## config.mk

```make
export PLATFORM = sky130hd
export DESIGN_NAME = ocd_decoder
export DESIGN_NICKNAME = d
export VERILOG_FILES = /design/src/common/ocd_pkg.sv /design/src/ocd_decoder.sv
export SDC_FILE = /design/constraint.sdc
export NUM_CORES = 2
export LEC_CHECK = 0
export BUFFER_PORTS_ARGS = -buffer_cell sky130_fd_sc_hd__buf_2
export CAP_MARGIN = 20
export CORE_MARGIN = 5
export CORE_UTILIZATION = 58
export DETAILED_ROUTE_END_ITERATION = 10
export PLACE_DENSITY = 0.77
export SYNTH_ARGS = -nofsm -noshare
export SYNTH_HDL_FRONTEND = slang
export SYNTH_SLANG_ARGS = --single-unit
```

## constraint.sdc

```tcl
create_clock -name clock -period 76.9 [get_ports clock]
set_clock_uncertainty 0.2 [all_clocks]
set_input_delay 3.845 -clock clock [delete_from_list [all_inputs] [get_ports clock]]
set_output_delay 3.845 -clock clock [all_outputs]
set_load 0.02 [all_outputs]
```

## src/common/ocd_pkg.sv

```systemverilog
package ocd_pkg;
  localparam logic [7:0] OCD_CMD_REG = 8'h71;
  localparam logic [7:0] OCD_CMD_SPLIT = 8'h72;
  localparam logic [7:0] OCD_REG_RST = 8'h5C;
  localparam logic [1:0] OCD_SPLIT_RST = 2'h0;
  localparam logic [1:0] OCD_ROM_RST = 2'h0;
  localparam logic [6:0] OCD_AC_RST = 7'h00;
  localparam logic [5:0] OCD_SQ_RST = 6'h00;
  localparam logic [5:0] OCD_SQ_MAX = 6'h30;
  localparam int OCD_TEXT_DEPTH = 128;
  localparam int OCD_GLYPH_DEPTH = 64;
  localparam int OCD_BUSY_CYCLES = 2;
  typedef enum logic [1:0] {OCD_PEND_NONE, OCD_PEND_REG, OCD_PEND_SPLIT} ocd_pend_t;
endpackage

```

## src/ocd_decoder.sv

```systemverilog
`timescale 1ns/100ps
module ocd_decoder
  import ocd_pkg::*;
(
  input wire logic clock,
  input wire logic rst,
  input wire logic req,
  input wire logic dc,
  input wire logic rd,
  input wire logic [7:0] din,
  input wire logic [6:0] part_identifier,
  output logic [7:0] dout,
  output logic dout_valid,
  output logic busy_flag,
  output logic glyph_blink_en,
  output logic display_invert,
  output logic ext_state_bit,
  output logic special_state_bit,
  output logic oled_set_state_bit,
  output logic four_line_mode,
  output logic line_count,
  output logic [1:0] line_sel,
  output logic [6:0] addr_counter,
  output logic sel_glyph,
  output logic [5:0] scroll_qty,
  output logic scroll_invalid,
  output logic [7:0] regulator_sel,
  output logic [1:0] glyph_split_sel,
  output logic [1:0] rom_sel,
  output logic rom_invalid
);
  import ocd_pkg::*;
  // ==========================================================
  // next state
  logic [7:0] text_memory [OCD_TEXT_DEPTH];
  logic [7:0] user_glyph_memory [OCD_GLYPH_DEPTH];
  logic [7:0] next_dout;
  logic next_dout_valid;
  logic next_blink;
  logic next_inv;
  logic next_ext;
  logic next_is;
  logic next_sd;
  logic next_lines;
  logic next_nw;
  logic [1:0] next_line_sel;
  logic next_sel_glyph;
  logic next_second;
  logic second_read;
  logic [6:0] next_ac;
  logic [5:0] next_sq;
  logic next_sq_invalid;
  logic [7:0] next_reg;
  logic [1:0] next_split;
  logic [1:0] next_rom;
  logic next_rom_invalid;
  logic [1:0] busy_cnt;
  logic [1:0] next_busy_cnt;
  logic next_busy_flag;
  ocd_pend_t pend;
  ocd_pend_t next_pend;
  logic wr_en;
  logic [7:0] mem_rd;
  always_comb begin
    mem_rd = sel_glyph ? user_glyph_memory[addr_counter[5:0]] : text_memory[addr_counter];
    next_dout = dout;
    next_dout_valid = 1'b0;
    next_blink = glyph_blink_en;
    next_inv = display_invert;
    next_ext = ext_state_bit;
    next_is = special_state_bit;
    next_sd = oled_set_state_bit;
    next_lines = line_count;
    next_nw = four_line_mode;
    next_sel_glyph = sel_glyph;
    next_second = second_read;
    next_ac = addr_counter;
    next_sq = scroll_qty;
    next_reg = regulator_sel;
    next_split = glyph_split_sel;
    next_rom = rom_sel;
    next_pend = pend;
    next_busy_cnt = (busy_cnt != 2'h0) ? busy_cnt - 2'h1 : 2'h0;
    wr_en = 1'b0;
    if (req && !oled_set_state_bit || req && dc) begin
      if (!dc && rd) begin
        next_dout = {busy_cnt != 2'h0, second_read ? part_identifier : addr_counter};
        next_second = !second_read;
        next_dout_valid = 1'b1;
      end else if (dc && rd) begin
        next_dout = mem_rd;
        next_dout_valid = 1'b1;
        next_second = 1'b0;
      end else if (dc) begin
        next_second = 1'b0;
        next_pend = OCD_PEND_NONE;
        if (pend == OCD_PEND_REG) begin
          next_reg = din;
        end else if (pend == OCD_PEND_SPLIT) begin
          next_split = din[1:0];
          next_rom = din[3:2];
        end else begin
          wr_en = 1'b1;
          next_busy_cnt = 2'(OCD_BUSY_CYCLES);
        end
      end else begin
        next_second = 1'b0;
        next_pend = OCD_PEND_NONE;
        next_busy_cnt = 2'(OCD_BUSY_CYCLES);
        if (din[7:5] == 3'h1) begin
          next_lines = din[3];
          next_ext = din[1];
          if (ext_state_bit) begin
            next_blink = din[2];
            next_inv = din[0];
          end else begin
            next_is = din[0];
          end
        end else if (din[7] && !ext_state_bit) begin
          next_ac = din[6:0];
          next_sel_glyph = 1'b0;
        end else if (din[7]) begin
          next_sq = din[5:0];
        end else if (din[7:6] == 2'h1 && !ext_state_bit && !special_state_bit) begin
          next_ac = {1'b0, din[5:0]};
          next_sel_glyph = 1'b1;
        end else if (ext_state_bit && din == OCD_CMD_REG) begin
          next_pend = OCD_PEND_REG;
        end else if (ext_state_bit && din == OCD_CMD_SPLIT) begin
          next_pend = OCD_PEND_SPLIT;
        end else if (ext_state_bit && din[7:1] == 7'h3C) begin
          next_sd = din[0];
        end else if (din[7:3] == 5'h01 && ext_state_bit) begin
          next_busy_cnt = 2'(OCD_BUSY_CYCLES);
          next_nw = din[0];
        end
      end
    end else if (req && !rd && din[7:1] == 7'h3C && ext_state_bit) begin
      next_sd = din[0];
    end
    next_line_sel = {next_nw, next_lines};
    next_busy_flag = next_busy_cnt != 2'h0;
    next_sq_invalid = next_sq > OCD_SQ_MAX;
    next_rom_invalid = next_rom == 2'h3;
  end
  // ==========================================================
  // registers
  always_ff @(posedge clock or posedge rst) begin
    if (rst) begin
      dout <= 8'h00;
      dout_valid <= 1'b0;
      glyph_blink_en <= 1'b0;
      display_invert <= 1'b0;
      ext_state_bit <= 1'b0;
      special_state_bit <= 1'b0;
      oled_set_state_bit <= 1'b0;
      line_count <= 1'b0;
      sel_glyph <= 1'b0;
      second_read <= 1'b0;
      addr_counter <= OCD_AC_RST;
      scroll_qty <= OCD_SQ_RST;
      regulator_sel <= OCD_REG_RST;
      glyph_split_sel <= OCD_SPLIT_RST;
      rom_sel <= OCD_ROM_RST;
      pend <= OCD_PEND_NONE;
      busy_cnt <= 2'h0;
      busy_flag <= 1'b0;
      four_line_mode <= 1'b0;
      line_sel <= 2'h0;
      scroll_invalid <= 1'b0;
      rom_invalid <= 1'b0;
    end else begin
      dout <= next_dout;
      dout_valid <= next_dout_valid;
      glyph_blink_en <= next_blink;
      display_invert <= next_inv;
      ext_state_bit <= next_ext;
      special_state_bit <= next_is;
      oled_set_state_bit <= next_sd;
      line_count <= next_lines;
      sel_glyph <= next_sel_glyph;
      second_read <= next_second;
      addr_counter <= next_ac;
      scroll_qty <= next_sq;
      regulator_sel <= next_reg;
      glyph_split_sel <= next_split;
      rom_sel <= next_rom;
      pend <= next_pend;
      busy_cnt <= next_busy_cnt;
      busy_flag <= next_busy_flag;
      four_line_mode <= next_nw;
      line_sel <= next_line_sel;
      scroll_invalid <= next_sq_invalid;
      rom_invalid <= next_rom_invalid;
    end
  end
  // ==========================================================
  // memories
  genvar gi;
  generate
    for (gi = 0; gi < OCD_TEXT_DEPTH; gi++) begin : g_text
      logic [7:0] next_entry;
      always_comb begin
        next_entry = text_memory[gi];
        if (wr_en && !sel_glyph && addr_counter == 7'(gi)) begin
          next_entry = din;
        end
      end
      always_ff @(posedge clock or posedge rst) begin
        if (rst) begin
          text_memory[gi] <= 8'h00;
        end else begin
          text_memory[gi] <= next_entry;
        end
      end
    end
    for (gi = 0; gi < OCD_GLYPH_DEPTH; gi++) begin : g_glyph
      logic [7:0] next_entry;
      always_comb begin
        next_entry = user_glyph_memory[gi];
        if (wr_en && sel_glyph && addr_counter[5:0] == 6'(gi)) begin
          next_entry = din;
        end
      end
      always_ff @(posedge clock or posedge rst) begin
        if (rst) begin
          user_glyph_memory[gi] <= 8'h00;
        end else begin
          user_glyph_memory[gi] <= next_entry;
        end
      end
    end
  endgenerate
  // ==========================================================
  // checks
  logic cmd_wr;
  logic stat_rd;
  logic data_wr;
  logic data_rd;
  always_comb begin
    cmd_wr = req && !dc && !rd && !oled_set_state_bit;
    stat_rd = req && !dc && rd && !oled_set_state_bit;
    data_wr = req && dc && !rd;
    data_rd = req && dc && rd;
  end
  a_invert_load: assert property (@(posedge clock) disable iff (rst)
    cmd_wr && din[7:5] == 3'h1 && ext_state_bit
    |=> display_invert == $past(din[0]) && glyph_blink_en == $past(din[2]))
    else $error("invert or blink not loaded");
  a_blink_hold: assert property (@(posedge clock) disable iff (rst)
    cmd_wr && din[7:5] == 3'h1 && !ext_state_bit
    |=> glyph_blink_en == $past(glyph_blink_en) && special_state_bit == $past(din[0]))
    else $error("blink changed outside extension");
  a_ext_update: assert property (@(posedge clock) disable iff (rst)
    cmd_wr && din[7:5] == 3'h1
    |=> ext_state_bit == $past(din[1]) && line_count == $past(din[3]))
    else $error("extension bit not loaded");
  a_nw_load: assert property (@(posedge clock) disable iff (rst)
    cmd_wr && ext_state_bit && din[7:3] == 5'h01
    |=> four_line_mode == $past(din[0]) && line_sel == {$past(din[0]), line_count})
    else $error("line mode not loaded");
  a_text_addr: assert property (@(posedge clock) disable iff (rst)
    cmd_wr && din[7] && !ext_state_bit
    |=> addr_counter == $past(din[6:0]) && !sel_glyph)
    else $error("text address not loaded");
  a_glyph_addr: assert property (@(posedge clock) disable iff (rst)
    cmd_wr && din[7:6] == 2'h1 && !ext_state_bit && !special_state_bit
    |=> addr_counter == {1'b0, $past(din[5:0])} && sel_glyph)
    else $error("glyph address not loaded");
  a_scroll_load: assert property (@(posedge clock) disable iff (rst)
    cmd_wr && din[7] && ext_state_bit
    |=> scroll_qty == $past(din[5:0]) && scroll_invalid == ($past(din[5:0]) > OCD_SQ_MAX))
    else $error("scroll quantity not loaded");
  a_status_busy: assert property (@(posedge clock) disable iff (rst)
    stat_rd |=> dout_valid && dout[7] == $past(busy_flag))
    else $error("status busy bit wrong");
  a_status_first: assert property (@(posedge clock) disable iff (rst)
    stat_rd && !second_read |=> dout[6:0] == $past(addr_counter))
    else $error("first status read not counter");
  a_status_pair: assert property (@(posedge clock) disable iff (rst)
    stat_rd && !second_read ##1 req && !dc && rd
    |=> dout[6:0] == part_identifier)
    else $error("second status read not part id");
  a_read_valid: assert property (@(posedge clock) disable iff (rst)
    data_rd |=> dout_valid)
    else $error("data read not answered");
  a_reg_param: assert property (@(posedge clock) disable iff (rst)
    pend == OCD_PEND_REG && data_wr |=> regulator_sel == $past(din))
    else $error("regulator byte not taken");
  a_split_load: assert property (@(posedge clock) disable iff (rst)
    pend == OCD_PEND_SPLIT && data_wr
    |=> glyph_split_sel == $past(din[1:0]) && rom_sel == $past(din[3:2])
    && rom_invalid == ($past(din[3:2]) == 2'h3))
    else $error("split byte not taken");
  a_pend_clear: assert property (@(posedge clock) disable iff (rst)
    data_wr |=> pend == OCD_PEND_NONE)
    else $error("parameter wait not ended");
  a_write_busy: assert property (@(posedge clock) disable iff (rst)
    data_wr && pend == OCD_PEND_NONE |=> busy_flag)
    else $error("busy not raised");
  a_sd_load: assert property (@(posedge clock) disable iff (rst)
    req && !dc && !rd && ext_state_bit && din[7:1] == 7'h3C
    |=> oled_set_state_bit == $past(din[0]))
    else $error("oled set bit not loaded");
  a_sd_blocks: assert property (@(posedge clock) disable iff (rst)
    req && !dc && !rd && oled_set_state_bit && din[7:1] != 7'h3C
    |=> addr_counter == $past(addr_counter) && scroll_qty == $past(scroll_qty)
    && ext_state_bit == $past(ext_state_bit))
    else $error("command taken while oled set on");
endmodule

```

# [Yosys cells after proc, flatten, opt, wreduce, memory -nomap -nowiden]
# Index checks and enable logic that the tools add are counted.
[classes] mux=82 bitwise=8 order_cmp=3 eq_ne=210 reduce_logical=232 n_addsub=1
[ops] cell="7-bit == test, second input constant" count=64
[ops] cell="7-bit by 6-bit == test with 1-bit output, second input constant" count=33
[ops] cell="1-bit logical AND" count=208
[ops] cell="6-bit == test, second input constant" count=32
[ops] cell="7-bit by 5-bit == test with 1-bit output, second input constant" count=16
[ops] cell="6-bit by 5-bit == test with 1-bit output, second input constant" count=16
[ops] cell="8-bit binary-select mux with 7-bit select" count=1
[ops] cell="7-bit by 4-bit == test with 1-bit output, second input constant" count=8
[ops] cell="8-bit 2-to-1 mux" count=7
[ops] cell="8-bit binary-select mux with 6-bit select" count=1
[ops] cell="6-bit by 4-bit == test with 1-bit output, second input constant" count=8
[ops] cell="1-bit 2-to-1 mux" count=42
[ops] cell="6-bit 2-to-1 mux" count=7
[ops] cell="2-bit 2-to-1 mux" count=20
[ops] cell="7-bit by 3-bit == test with 1-bit output, second input constant" count=4
[ops] cell="7-bit 2-to-1 mux" count=4
[ops] cell="6-bit by 3-bit == test with 1-bit output, second input constant" count=4
[ops] cell="2-bit != test, second input constant" count=9
[ops] cell="6-bit AND reduction" count=3
[ops] cell="8-bit by 7-bit == test with 1-bit output, second input constant" count=2
[ops] cell="7-bit by 2-bit == test with 1-bit output, second input constant" count=2
[ops] cell="6-bit by 2-bit == test with 1-bit output, second input constant" count=2
[ops] cell="11-bit AND reduction" count=1
[ops] cell="5-bit AND reduction" count=2
[ops] cell="other kinds (22)" count=40
[word_totals] out_inout_bits=47 wordCells=750 ff_bits=1588 input_bits=20

# [Longest topological paths before layout]
[depth] ltp_word=14 mapped_depth=13 ltp_nobuf=9

# [Worst setup path after synthesis]
# OpenSTA, ideal clock, no wires.
[synth_timing] path_type="input -> register" startpoint="input port req" endpoint="register user_glyph_memory[192] (netlist name)" stages=6 n_path_buf=0 path_slack_ps=71105 setup_time_ps=125 required_time_ps=76575 t_arrival_ps=5470 path_cell_list="nor2b_1 > nand4_1 > nor3_1 > nand3_1 > nor2_2 > mux2_2"
[synth_between] elab_chain_cells=5 word_cells_on_any_way=6 classes_between="mux (1); reduce/logical (5)"
[synth_lines] element="start: declaration" line_no="ocd_decoder.sv:7" rtl="input wire logic req,"
[synth_lines] element="1-bit logical AND (on tied branches)"
[synth_lines] element="1-bit logical OR (*)" line_no="ocd_decoder.sv:85" rtl="if (req && !oled_set_state_bit || req && dc) begin"
[synth_lines] element="1-bit 2-to-1 mux (*)" line_no="ocd_decoder.sv:85"
[synth_lines] element="1-bit logical AND (*) (2 in a row)" line_no="ocd_decoder.sv:221" rtl="if (wr_en && sel_glyph && addr_counter[5:0] == 6'(gi)) begin"
[synth_lines] element="end signal: indexed assignment" line_no="ocd_decoder.sv:229" rtl="user_glyph_memory[gi] <= next_entry;"
[synth_lines] element="end: declaration" line_no="ocd_decoder.sv:36" rtl="logic [7:0] user_glyph_memory [OCD_GLYPH_DEPTH];"
# Every way passes the cells marked *; elsewhere a longest branch is shown, timed or not.
# A chain may end at the register's enable or synchronous reset.

==> out/qor.yml <==
synth_fp_nets: 4840
stdcell_count: 6573
syn_to_final_growth_pct: 10.01
grt_pass1_wl_um: 288900
cts_setup_buffers: 0
avgRoutedWirePerCell_um: 28.66
yosys_warnings: 0
io-pin-count: 67
async_flop_share_pct: 100.0
clk_pin_slew_ns: 0.06
post-route-period-util_pct: 10.57
clockRootBuffer: "clkbuf_16"
portBuffers: 66
clock_latency_ns: 0.81
die_h_um: 363.0
cts_resized: 0
finalCriticalPeriod_ns: 8.127
cp_max_fo: 166
drtIter0Drc: 3740
ys_top_cells_by_area: "dfrtp_1, mux2_2, mux4_2"
yosys.area.top_type: "dfrtp_1"
fmax_mhz: 123.0
holdWs_ns: 0.2751
grt_usage_pct: 29.01
wl_um: 188400
ys_seq_area_share_pct: 54.92
crit_path_end_kind: "asynchronous set/reset pin"
holdBufCountCts: 0
hold_violations: 0
grt_max_degree: 167
finalNetCount: 4820
final_layout_size_suffix_gt1_share_pct: 47.01
rsz0062_at_grt: "no"
coreArea_mm2: 0.1238
dp_hpwl_um: 116600
die-area_mm2: 0.1318
crit_arrival_ns: 8.84
rows: 129
vdd_drop_max_mv: 0.02864
tns_ns: 0
first_global_vias: 44820
clock_path_buffers: 3
ys_seq_elements: 1586
syn_area_per_cell_um2: 15.00
cts_made_buffers: 162
die_w_um: 363.0
total_leakage_power_uw: 0.03815
netlist_top_cells_count: "dfrtp_1, mux2_2, mux4_2"
synth.top_cell.area_share_pct: 54.78
maxSlewHeadroom_pct: 24.33
required_ns: 77.61
synth_edf_count: 0
startpoint_type: "primary input"
synth_top_flop_cell: "dfrtp_1"
hold_class: "reg2reg"
tritoncts: "built"
drc: 0
initial_core_util_pct: 58.38
dp_cells: 6265
setup_violations: 0
synth_area_mm2: 0.07227
numClockSinks: 1586
synth.most_common_cell: "dfrtp_1"
p_per_area_mw_per_mm2: 26.87
netlist_instances: 4818
tightest_slew_ns: 1.126
post-route-util_pct: 64.22
drt_pass1_iterations: 5
drv_slew: 0
viasPerCell: 6.570
htreeDepth: 4
cap_violations: 0
ys_types: 66
crit_type: "in2async"
grt.overflow.total: 0
status: "finished clean"
gp_congestion: 0.9134
antenna_found_initial: 7
vias: 43180
drt.antenna.violating_nets: 0
cells in the final DEF (no fill, tap or decap), drive strengths merged, types with 12 or more instances in the layout:
| master | synthesis | routed |
|---|---|---|
| nor3 | 18 | 18 |
| dfrtp | 1582 | 1582 |
| clkinv | 1 | 23 |
| mux4 | 376 | 376 |
| a21oi | 45 | 45 |
| a22oi | 52 | 52 |
| mux2 | 1450 | 1450 |
| nor2b | 18 | 18 |
| nand2 | 359 | 359 |
| mux2i | 106 | 106 |
| nor2 | 115 | 115 |
| clkbuf | 219 | 240 |
| buf | 126 | 160 |
| bufinv | 0 | 16 |
| o22ai | 12 | 12 |
| o21ai | 155 | 155 |
| nand3 | 20 | 20 |
| nand2b | 16 | 16 |
| inv | 8 | 20 |
state kept, by name, indices dropped and copies added, names as in the netlist, 2 cells and up:
signal and count:
text_memory 1024, user_glyph_memory 512, dout 8, regulator_sel 8, addr_counter 7, scroll_qty 6, busy_cnt 2, glyph_split_sel 2
pend 2, rom_sel 2
kinds of logic after synthesis:
family / after synthesis / synth area share, %
AOI/OAI and AO/OA: 350 / 3.030
muxes: 1932 / 35.86
adders and majority gates: 2 / 0.03462
DFF: 1586 / 54.92
and+or+nand+nor: 594 / 3.788
buffers and inverters: 354 / 2.360
power by group:
group	internal, µW	leakage (µW)	switching (µW)
clock	481	0.00271	339
sequential	893	0.0220	41.2
combinational	149	0.0135	233
total	1520	0.0382	613
per-stage QoR:
| step | area [µm²] | worst slack [ns] | total power (µW) |
|---|---|---|---|
| after floorplan | 72270 | 28.11 | 1209 |
| after global placement | 73770 | 67.50 | 1314 |
| after detailed placement | 73790 | 67.45 | 1323 |
| after CTS | 79350 | 68.27 | 2142 |
| after global routing | 79480 | 68.04 | 2208 |
| final | 79500 | 68.77 | 2136 |
cell type report:
class,count,area [µm²]
fill,8708,44300
sequential,1586,39710
multi-input combinational,2878,30910
clock buffer,240,4698
tap,1637,2048
timing repair buffer,161,1202
clock inverter,55,867.1
inverter,9,46.29
antenna,7,17.52
final timing paths:
path | cells after the start | to | slack (ns) | from
max | 8 | regulator_sel[3] | 68.77 | rst
min | 2 | text_memory[814] | 0.28 | text_memory[814]
max reg2reg | 11 | dout[4] | 70.37 | addr_counter[0]
min reg2reg | 2 | text_memory[814] | 0.28 | text_memory[814]
max in group clock | 7 | text_memory[234] | 70.26 | rd
min in group asynchronous | 2 | text_memory[155] | 3.01 | rst
metal layers:
| layer | global-route usage (%) | up-vias | routed length [µm] |
|---|---|---|---|
| li1 | - | 17870 | - |
| met1 | 40.86 | 23160 | 77710 |
| met2 | 44.55 | 1738 | 87140 |
| met3 | 7.476 | 415 | 16600 |
| met4 | 10.35 | 0 | 6926 |
| met5 | 0 | - | 0 |
worst max-delay path, stage by stage:
cell and delay, ns:
buf_2 0.13, inv_8 0.54, buf_4 0.83, buf_12 0.61
buf_4 0.84, buf_4 0.88, buf_4 0.30, buf_16 0.31
(Power assumes the default switching activity.)
